<file path="config.mk">
export PLATFORM = sky130hd
export DESIGN_NAME = serial_loader
export DESIGN_NICKNAME = d
export VERILOG_FILES = /design/src/sbl_pkg.sv /design/src/serial_loader.sv
export VERILOG_INCLUDE_DIRS = /design/src /design/src/src
export SDC_FILE = /design/constraint.sdc
export NUM_CORES = 1
export LEC_CHECK = 0
export ABC_AREA = 0
export BUFFER_PORTS_ARGS = -buffer_cell sky130_fd_sc_hd__buf_2
export CORE_MARGIN = 4
export CORE_UTILIZATION = 61
export DETAILED_ROUTE_END_ITERATION = 7
export GPL_TIMING_DRIVEN = 0
export PLACE_DENSITY = 0.81
export SLEW_MARGIN = 20
export SYNTH_ARGS = -nofsm -noshare
export SYNTH_HDL_FRONTEND = slang
export SYNTH_SLANG_ARGS = --single-unit
</file>
<file path="constraint.sdc">
create_clock -name ref_clk -period 6.4 [get_ports ref_clk]
set_input_delay 0.32 -clock ref_clk [delete_from_list [all_inputs] [get_ports ref_clk]]
set_output_delay 0.32 -clock ref_clk [all_outputs]
set_load 0.02 [all_outputs]
</file>
<file path="src/sbl_consts.svh">
`ifndef SBL_CONSTS_SVH
`define SBL_CONSTS_SVH

// ****************************************************************
// Framing bytes and packet lengths.
// ****************************************************************
`define SBL_ACK 8'hcc
`define SBL_NAK 8'h33
`define SBL_SYNC 8'h55
`define SBL_SYNC_LAST 2'h1
`define SBL_LEN_MIN 8'h03
`define SBL_LEN_RUN 8'h07
`define SBL_LEN_DL 8'h0b
`define SBL_LEN_MAX 8'h0b
`define SBL_OVH 8'h03
`define SBL_HDR 8'h02
`define SBL_PAY_MAX 8'h09
`define SBL_RSP_LEN 8'h03
`define SBL_DATA_POS 8'h01

// ****************************************************************
// Command codes and status codes.
// ****************************************************************
`define SBL_CMD_PING 8'h20
`define SBL_CMD_DL 8'h21
`define SBL_CMD_RUN 8'h22
`define SBL_CMD_QRY 8'h23
`define SBL_CMD_SEND 8'h24
`define SBL_CMD_RST 8'h25
`define SBL_ST_OK 8'h40
`define SBL_ST_BADCMD 8'h41
`define SBL_ST_BADARG 8'h42
`define SBL_ST_FLASH 8'h43

`endif

</file>
<file path="src/sbl_pkg.sv">
// ****************************************************************
// Types shared by the loader.
// ****************************************************************
package sbl_pkg;
    typedef enum logic [12:0] {
        ST_IDLE = 13'h0001,
        ST_SUM = 13'h0002,
        ST_DATA = 13'h0004,
        ST_CHECK = 13'h0008,
        ST_EXEC = 13'h0010,
        ST_ERASE = 13'h0020,
        ST_PROG = 13'h0040,
        ST_ACK = 13'h0080,
        ST_RSP_LEN = 13'h0100,
        ST_RSP_SUM = 13'h0200,
        ST_RSP_DATA = 13'h0400,
        ST_HACK = 13'h0800,
        ST_LAUNCH = 13'h1000
    } state_t;
    typedef enum logic [1:0] {
        PORT_NONE = 2'b00,
        PORT_UART = 2'b01,
        PORT_SSI = 2'b10
    } port_t;
endpackage : sbl_pkg

</file>
<file path="src/serial_loader.sv">
`timescale 1ns/1ps
`default_nettype none
`include "sbl_consts.svh"

// ****************************************************************
// Transmit FIFO.
// ****************************************************************
module byte_fifo #(
    parameter int WIDTH = 8,
    parameter int DEPTH = 8
) (
    input wire logic clk,
    input wire logic rst_n,
    input wire logic ce,
    input wire logic in_valid,
    output logic in_ready,
    input wire logic [WIDTH-1:0] in_data,
    output logic out_valid,
    input wire logic out_ready,
    output logic [WIDTH-1:0] out_data
);
    localparam int AW = $clog2(DEPTH);
    localparam logic [AW:0] FULL = (AW+1)'(DEPTH);
    localparam logic [AW-1:0] LAST = AW'(DEPTH - 1);
    logic [WIDTH-1:0] mem_q [0:DEPTH-1];
    logic [AW-1:0] wr_q;
    logic [AW-1:0] rd_q;
    logic [AW:0] cnt_q;
    wire push = in_valid && in_ready;
    wire pop = out_valid && out_ready;

    // Full and empty come straight from the fill count.
    assign in_ready = cnt_q != FULL;
    assign out_valid = cnt_q != '0;
    assign out_data = mem_q[rd_q];

    // Pointers wrap at the last slot so any depth works.
    always_ff @(posedge clk or negedge rst_n)
    begin
        if (!rst_n)
        begin
            wr_q <= '0;
            rd_q <= '0;
            cnt_q <= '0;
        end
        else if (ce)
        begin
            if (push)
                wr_q <= (wr_q == LAST) ? '0 : wr_q + 1'b1;
            if (pop)
                rd_q <= (rd_q == LAST) ? '0 : rd_q + 1'b1;
            cnt_q <= cnt_q + (AW+1)'(push) - (AW+1)'(pop);
        end
    end

    // Storage needs no reset; empty slots are never read out.
    always_ff @(posedge clk)
    begin
        if (ce && push)
            mem_q[wr_q] <= in_data;
    end
endmodule : byte_fifo

// ****************************************************************
// Packet engine.
// ****************************************************************
module serial_loader
    import sbl_pkg::*;
#(
    parameter logic [32:0] FLASH_BYTES = 33'h0_0001_0000,
    parameter int TX_DEPTH = 8
) (
    input wire logic ref_clk,
    input wire logic rst_b,
    input wire logic ce,
    input wire logic uart_rx_valid,
    input wire logic [7:0] uart_rx_data,
    input wire logic ssi_rx_valid,
    input wire logic [7:0] ssi_rx_data,
    output logic tx_valid,
    output logic [7:0] tx_data,
    input wire logic tx_ready,
    output logic tx_on_ssi,
    output logic flash_req,
    output logic flash_op_prog,
    output logic [31:0] flash_addr,
    output logic [31:0] flash_size,
    output logic [7:0] flash_wdata,
    input wire logic flash_done,
    input wire logic flash_err,
    output logic run_req,
    output logic [31:0] run_addr,
    output logic soft_reset_req
);
    function automatic logic [31:0] be32(input logic [7:0] a, input logic [7:0] b,
                                         input logic [7:0] c, input logic [7:0] d);
        return {a, b, c, d};
    endfunction : be32

    logic rst_s1_q;
    logic rst_n;
    state_t state_q;
    state_t after_q;
    port_t port_q;
    logic synced_q;
    logic [1:0] sync_cnt_q;
    logic [7:0] len_q;
    logic [7:0] sum_exp_q;
    logic [7:0] sum_q;
    logic [7:0] cnt_q;
    logic [7:0] idx_q;
    logic [7:0] pay_q [0:`SBL_PAY_MAX-1];
    logic [7:0] ack_byte_q;
    logic [7:0] status_q;
    logic prog_active_q;
    logic [31:0] prog_addr_q;
    logic [31:0] remain_q;
    logic launch_run_q;
    logic [31:0] run_addr_q;
    logic run_q;
    logic soft_q;

    // ****************************************************************
    // Reset release through two flip-flops.
    // ****************************************************************
    always_ff @(posedge ref_clk or negedge rst_b)
    begin
        if (!rst_b)
        begin
            rst_s1_q <= 1'b0;
            rst_n <= 1'b0;
        end
        else
        begin
            rst_s1_q <= 1'b1;
            rst_n <= rst_s1_q;
        end
    end

    // ****************************************************************
    // Port selection and byte intake.
    // ****************************************************************
    // Until a port is locked the async port wins a tie; afterwards the other is deaf.
    wire uart_take = uart_rx_valid && (port_q != PORT_SSI);
    wire ssi_take = ssi_rx_valid && (port_q != PORT_UART) && !uart_take;
    wire rx_fire = uart_take || ssi_take;
    wire [7:0] rx_byte = uart_take ? uart_rx_data : ssi_rx_data;
    wire on_uart = (port_q == PORT_UART) || (port_q == PORT_NONE && uart_take);
    wire need_sync = on_uart && !synced_q;
    // Padding zeros between packets are simply skipped.
    wire rx_start = rx_fire && rx_byte != 8'h00 && !need_sync;

    // Packet checks; the sum is eight bits wide so it wraps naturally.
    wire [7:0] sum_next = sum_q + rx_byte;
    wire pay_last = (cnt_q + `SBL_OVH) == len_q;
    wire pkt_good = (sum_q == sum_exp_q) && (len_q <= `SBL_LEN_MAX);
    wire [7:0] cmd = pay_q[0];
    wire [31:0] arg_a = be32(pay_q[1], pay_q[2], pay_q[3], pay_q[4]);
    wire [31:0] arg_b = be32(pay_q[5], pay_q[6], pay_q[7], pay_q[8]);
    wire range_ok = ({1'b0, arg_a} + {1'b0, arg_b} <= FLASH_BYTES) && arg_b != '0;
    wire have_byte = (idx_q + `SBL_HDR) < len_q && remain_q != '0;

    // ****************************************************************
    // Transmit path.
    // ****************************************************************
    logic push_valid;
    logic [7:0] push_data;
    logic push_ready;
    wire push_ok = push_valid && push_ready;

    // One byte is offered to the FIFO in each answering state.
    assign push_valid = state_q inside {ST_ACK, ST_RSP_LEN, ST_RSP_SUM, ST_RSP_DATA};
    assign push_data = (state_q == ST_ACK) ? ack_byte_q :
                       (state_q == ST_RSP_LEN) ? `SBL_RSP_LEN : status_q;

    byte_fifo #(.WIDTH(8), .DEPTH(TX_DEPTH)) u_tx_fifo (
        .clk(ref_clk),
        .rst_n(rst_n),
        .ce(ce),
        .in_valid(push_valid),
        .in_ready(push_ready),
        .in_data(push_data),
        .out_valid(tx_valid),
        .out_ready(tx_ready),
        .out_data(tx_data)
    );

    // Handshake with the flash controller is a held request ended by done.
    assign flash_req = (state_q == ST_ERASE) || (state_q == ST_PROG && have_byte);
    assign flash_op_prog = state_q == ST_PROG;
    assign flash_addr = prog_addr_q;
    assign flash_size = remain_q;
    assign flash_wdata = pay_q[idx_q[3:0]];
    // The clocked port's shim runs the mode-3 frame and its padding; this block only steers replies.
    assign tx_on_ssi = port_q == PORT_SSI;
    assign run_req = run_q;
    assign run_addr = run_addr_q;
    assign soft_reset_req = soft_q;

    // ****************************************************************
    // Port lock and async sync pattern.
    // ****************************************************************
    always_ff @(posedge ref_clk or negedge rst_n)
    begin
        if (!rst_n)
        begin
            port_q <= PORT_NONE;
            synced_q <= 1'b0;
            sync_cnt_q <= '0;
        end
        else if (ce)
        begin
            if (port_q == PORT_NONE && rx_fire && (uart_take || rx_byte != 8'h00))
                port_q <= uart_take ? PORT_UART : PORT_SSI;
            if (state_q == ST_IDLE && rx_fire && need_sync)
            begin
                // Any other byte restarts the pattern, so the host may resend it.
                sync_cnt_q <= (rx_byte == `SBL_SYNC) ? sync_cnt_q + 1'b1 : '0;
                if (rx_byte == `SBL_SYNC && sync_cnt_q == `SBL_SYNC_LAST)
                    synced_q <= 1'b1;
            end
        end
    end

    // Payload bytes land in the buffer; overlong packets keep only the head.
    always_ff @(posedge ref_clk)
    begin
        if (ce && state_q == ST_DATA && rx_fire && cnt_q < `SBL_PAY_MAX)
            pay_q[cnt_q[3:0]] <= rx_byte;
    end

    // ****************************************************************
    // Main sequencer.
    // ****************************************************************
    // Flash commands run before their acknowledge, so a long erase delays the answer.
    always_ff @(posedge ref_clk or negedge rst_n)
    begin
        if (!rst_n)
        begin
            state_q <= ST_IDLE;
            after_q <= ST_IDLE;
            len_q <= '0;
            sum_exp_q <= '0;
            sum_q <= '0;
            cnt_q <= '0;
            idx_q <= '0;
            ack_byte_q <= `SBL_ACK;
            status_q <= `SBL_ST_OK;
            prog_active_q <= 1'b0;
            prog_addr_q <= '0;
            remain_q <= '0;
            launch_run_q <= 1'b0;
            run_addr_q <= '0;
            run_q <= 1'b0;
            soft_q <= 1'b0;
        end
        else if (ce)
        begin
            run_q <= 1'b0;
            soft_q <= 1'b0;
            case (state_q)
                ST_IDLE:
                begin
                    if (rx_fire && need_sync && rx_byte == `SBL_SYNC && sync_cnt_q == `SBL_SYNC_LAST)
                    begin
                        ack_byte_q <= `SBL_ACK;
                        after_q <= ST_IDLE;
                        state_q <= ST_ACK;
                    end
                    else if (rx_start)
                    begin
                        len_q <= rx_byte;
                        after_q <= ST_IDLE;
                        ack_byte_q <= `SBL_NAK;
                        state_q <= (rx_byte < `SBL_LEN_MIN) ? ST_ACK : ST_SUM;
                    end
                end
                ST_SUM:
                    if (rx_fire)
                    begin
                        sum_exp_q <= rx_byte;
                        sum_q <= '0;
                        cnt_q <= '0;
                        state_q <= ST_DATA;
                    end
                ST_DATA:
                    if (rx_fire)
                    begin
                        sum_q <= sum_next;
                        cnt_q <= cnt_q + 1'b1;
                        if (pay_last)
                            state_q <= ST_CHECK;
                    end
                ST_CHECK:
                begin
                    ack_byte_q <= pkt_good ? `SBL_ACK : `SBL_NAK;
                    after_q <= ST_IDLE;
                    // A bad packet goes straight to NAK and touches nothing.
                    state_q <= pkt_good ? ST_EXEC : ST_ACK;
                end
                ST_EXEC:
                begin
                    state_q <= ST_ACK;
                    case (cmd)
                        `SBL_CMD_PING:
                            status_q <= `SBL_ST_OK;
                        `SBL_CMD_QRY:
                            after_q <= ST_RSP_LEN;
                        `SBL_CMD_DL:
                            if (len_q == `SBL_LEN_DL && range_ok)
                            begin
                                prog_addr_q <= arg_a;
                                remain_q <= arg_b;
                                state_q <= ST_ERASE;
                            end
                            else
                            begin
                                status_q <= `SBL_ST_BADARG;
                                prog_active_q <= 1'b0;
                            end
                        `SBL_CMD_SEND:
                            if (prog_active_q)
                            begin
                                idx_q <= `SBL_DATA_POS;
                                status_q <= `SBL_ST_OK;
                                state_q <= ST_PROG;
                            end
                            else
                                status_q <= `SBL_ST_BADCMD;
                        `SBL_CMD_RUN:
                            if (len_q == `SBL_LEN_RUN)
                            begin
                                run_addr_q <= arg_a;
                                launch_run_q <= 1'b1;
                                status_q <= `SBL_ST_OK;
                                after_q <= ST_LAUNCH;
                            end
                            else
                                status_q <= `SBL_ST_BADARG;
                        `SBL_CMD_RST:
                            if (len_q == `SBL_LEN_MIN)
                            begin
                                launch_run_q <= 1'b0;
                                after_q <= ST_LAUNCH;
                            end
                            else
                                status_q <= `SBL_ST_BADARG;
                        default:
                            status_q <= `SBL_ST_BADCMD;
                    endcase
                end
                ST_ERASE:
                    if (flash_done)
                    begin
                        status_q <= flash_err ? `SBL_ST_FLASH : `SBL_ST_OK;
                        prog_active_q <= !flash_err;
                        state_q <= ST_ACK;
                    end
                ST_PROG:
                    if (!have_byte)
                    begin
                        if (remain_q == '0)
                            prog_active_q <= 1'b0;
                        state_q <= ST_ACK;
                    end
                    else if (flash_done)
                    begin
                        prog_addr_q <= prog_addr_q + 32'h1;
                        remain_q <= remain_q - 32'h1;
                        idx_q <= idx_q + 1'b1;
                        if (flash_err)
                        begin
                            status_q <= `SBL_ST_FLASH;
                            state_q <= ST_ACK;
                        end
                    end
                ST_ACK:
                    if (push_ok)
                        state_q <= after_q;
                ST_RSP_LEN:
                    if (push_ok)
                        state_q <= ST_RSP_SUM;
                ST_RSP_SUM:
                    if (push_ok)
                        state_q <= ST_RSP_DATA;
                ST_RSP_DATA:
                    if (push_ok)
                        state_q <= ST_HACK;
                ST_HACK:
                    // Either answer closes the reply; a NAK means the host asks again.
                    if (rx_start)
                        state_q <= ST_IDLE;
                ST_LAUNCH:
                    // The jump waits until the acknowledge has left the FIFO.
                    if (!tx_valid)
                    begin
                        run_q <= launch_run_q;
                        soft_q <= !launch_run_q;
                        state_q <= ST_IDLE;
                    end
                default:
                    state_q <= ST_IDLE;
            endcase
        end
    end
endmodule : serial_loader
`default_nettype wire

</file>
==> impl_metrics.json <==
{
  "fillers": 2239,
  "dr_total_vias": 16079,
  "layout_commonest_cell": "dfrtp_1",
  "start_util": 0.6209,
  "ir_drop_uv": 256.3,
  "grt_pass1_wl_um": 90650,
  "yosysWarnings": 0,
  "grt_overflow": 0,
  "synth.area.top_cells": "edfxtp_1 26%, dfrtp_1 23%, mux4_2 5.9%",
  "die_y_um": 184.9,
  "cts_setup_buffers": 0,
  "place_inst": 2347,
  "path_clk_slew_ns": 0.06,
  "clk_latency_ns": 0.53,
  "synth_edf_count": 168,
  "status": "finished clean",
  "finalHoldViolCount": 0,
  "clock.fmax_ghz": 0.1734,
  "pin_count": 142,
  "multi_input_area_mm2": 0.009107,
  "synth_top_family_by_area": "simple AND/OR/NAND/NOR gates",
  "clockRootBuffer": "clkbuf_16",
  "holdWs_ns": 0.09502,
  "postSynthAreaPerCell_um2": 10.75,
  "antenna_found_initial": 0,
  "rsz0062_at_grt": "false",
  "synth_top_area_cell": "edfxtp_1",
  "first_iter_violations": 2367,
  "max_slew_margin": 0.2616,
  "async_flop_share": 0.5130,
  "gr-usage-all-layers": 0.3494,
  "cpMostUsedCell": "clkbuf_1",
  "area_delta_synth_final_pct": 13.81,
  "min_period_over_period": 0.9009,
  "synth_ff_type": "dfrtp_1",
  "drv_slew": 0,
  "max_cap_violations": 0,
  "grt_max_degree": 56,
  "die_area_mm2": 0.03420,
  "fin_nets": 2086,
  "synth_area_mm2": 0.01909,
  "tritoncts": "done",
  "core_area_mm2": 0.03075,
  "synthXorXnorAreaFrac": 0.02936,
  "worstMarginPinSlew_ns": 1.080,
  "hold_class": "input port to register",
  "wire_per_inst_um": 24.93,
  "cts-resized-gates": 0,
  "cp-end-kind": "register",
  "setup_violations": 0,
  "htree_levels": 2,
  "synth_top_area_share": 0.2642,
  "synth_compound_area_frac": 0.1370,
  "crit_fanout": 10,
  "die_x_um": 184.9,
  "crit_path_cell_trace": "ha_1 -> clkbuf_1 -> nand2_1 -> nor2_1 -> o211ai_1 -> a2111oi_0 -> o21ai_0 -> xor2_1 -> nand3_1 -> nor4_2 -> nand4_1 -> clkbuf_1 -> clkbuf_1 -> o211a_1",
  "layout_common_cells": "173 x dfrtp_1, 168 x edfxtp_1, 158 x nand2_1",
  "synthMuxAreaShare": 0.09607,
  "critPathLaunchType": "register",
  "synth_fa_ha_area_frac": 0.04640,
  "instances_no_fill": 2418,
  "clock-skew-final_ns": 0.02208,
  "syn_inst": 1776,
  "p_per_area_mw_per_mm2": 272.6,
  "numCtsBuffers": 39,
  "cts_sinks": 345,
  "ant_nets": 0,
  "drc": 0,
  "worst_ep_required_time_ns": 6.82,
  "slowest_stage": "a2111oi_0",
  "ys_seq_elements": 345,
  "fin_crit_ns": 5.765,
  "critPathMaxStageDelay_ns": 0.97,
  "grt_pass1_vias": 15154,
  "port_buffers": 141,
  "gp_congestion": 1.062,
  "yosysUniqueCellTypes": 84,
  "max-clock-path-buffers": 3,
  "wirelength_um": 60280,
  "leakage_nw": 9.092,
  "regArea_mm2": 0.009482,
  "vias_per_cell": 6.650,
  "drive_gt1_frac": 0.1658,
  "synthSimpleGateAreaFrac": 0.1614,
  "cp.arrival_ns": 6.18,
  "drtPass1Iterations": 6,
  "yosysSeqAreaShare": 0.4964,
  "place_hpwl_um": 43950,
  "fp-row-count": 64,
  "cts_hold_buf": 1,
  "crit_type": "register to register"
}
==> sequential cells by signal (all words and copies together) (netlist names), 2 cells and up <==
name and count:
sync_cnt_q 2, ack_byte_q 2, after_q 3, cnt_q 8, len_q 8, u_tx_fifo.mem_q 40
idx_q 8, u_tx_fifo.rd_q 3, pay_q 128, port_q 2, u_tx_fifo.cnt_q 4, run_addr 32
status_q 2, sum_q 8, u_tx_fifo.wr_q 3, state_q 13, sum_exp_q 8, flash_addr 32
flash_size 32
==> final timing paths <==
path	to	slack, ns	startpoint	cells past startpoint
worst max-delay path	flash_addr[22]	0.63	pay_q[7][2]	14
worst min-delay path	port_q[1]	0.1	ssi_rx_valid	2
worst max register to register	flash_addr[22]	0.63	pay_q[7][2]	14
worst min register to register	rst_n	0.35	rst_s1_q	0
max in group asynchronous	run_addr[13]	4.99	rst_n	2
min in group asynchronous	rst_s1_q	0.11	rst_b	2
==> worst max-delay path: cells and delay by family, from the launching register on <==
family                     cells  cell delay (ns)
xor gates and xnor gates       1             0.25
DFF                            1             0.62
and+or+nand+nor                5             1.52
adders and majority gates      1             0.39
AOI/OAI and AO/OA              4             1.74
buffers and inverters          3             1.13
==> cells by family after synthesis <==
logic type	Yosys count
muxes	115
adders and majority gates	69
xor gates and xnor gates	64
buffers and inverters	163
DFF	345
and+or+nand+nor	617
other	2
AOI/OAI and AO/OA	401
==> metal layers <==
| metal | wire, um | global-route usage | part of all wire | vias up |
|---|---|---|---|---|
| met5 | 39 | 0 | 0.00065 | - |
| met4 | 3347 | 0.1459 | 0.056 | 2 |
| met3 | 7786 | 0.09152 | 0.13 | 220 |
| met2 | 26520 | 0.5303 | 0.44 | 1141 |
| met1 | 22590 | 0.4837 | 0.37 | 7651 |
| li1 | - | - | - | 7065 |
==> power breakdown <==
part | switching (W) | internal (W) | leakage, nW
logic | 0.000651 | 0.000452 | 4.70
registers | 0.000163 | 0.00250 | 3.79
clock network | 0.000897 | 0.00126 | 0.594
total | 0.00171 | 0.00421 | 9.09
==> through the flow <==
stage	total power [W]	setup WS, ns	TNS [ns]	cell area [um2]	util
global route	0.006172	0.3667	0	21730	0.7066
detailed placement	0.003789	0.9501	0	20490	0.6665
floorplan	0.003462	1.108	0	19210	-
CTS	0.005929	0.8907	0	21730	0.7066
finish	0.005924	0.6345	0	21730	0.7067
global placement	0.003724	-1.086	-181.51	20410	0.6638
==> cell usage after synthesis (8+ instances only) <==
| cell type | n |
|---|---|
| nand2_1 | 158 |
| mux2i_1 | 19 |
| o21ai_0 | 118 |
| nand3_1 | 86 |
| nor2_1 | 121 |
| nor3_1 | 45 |
| mux4_2 | 50 |
| xnor2_1 | 33 |
| ha_1 | 66 |
| o22ai_1 | 8 |
| nor4_1 | 26 |
| or4_1 | 12 |
| nand4_1 | 36 |
| clkbuf_1 | 69 |
| a31oi_1 | 15 |
| dfrtp_1 | 174 |
| or3_1 | 15 |
| o211ai_1 | 14 |
| mux2_2 | 46 |
| edfxtp_1 | 168 |
| o21a_1 | 20 |
| a21o_1 | 23 |
| o211a_1 | 9 |
| o31ai_1 | 13 |
| and3_1 | 27 |
| xor2_1 | 31 |
| nor3b_1 | 12 |
| inv_1 | 79 |
| a21oi_1 | 98 |
| nand2b_1 | 21 |
| and2_1 | 25 |
| a211oi_1 | 11 |
==> cell type report <==
type / count / share of cell area
multi-input cells: 1299 / 0.4191
repair buffers: 145 / 0.03639
plain buffers: 84 / 0.01532
well taps: 396 / 0.02280
clock buffers: 55 / 0.05147
flip-flops and latches: 345 / 0.4363
inverters: 79 / 0.01365
diodes: 1 / 0.0001152
clock inverters: 14 / 0.004836
Note: power is estimated with default switching activity, not from simulation.
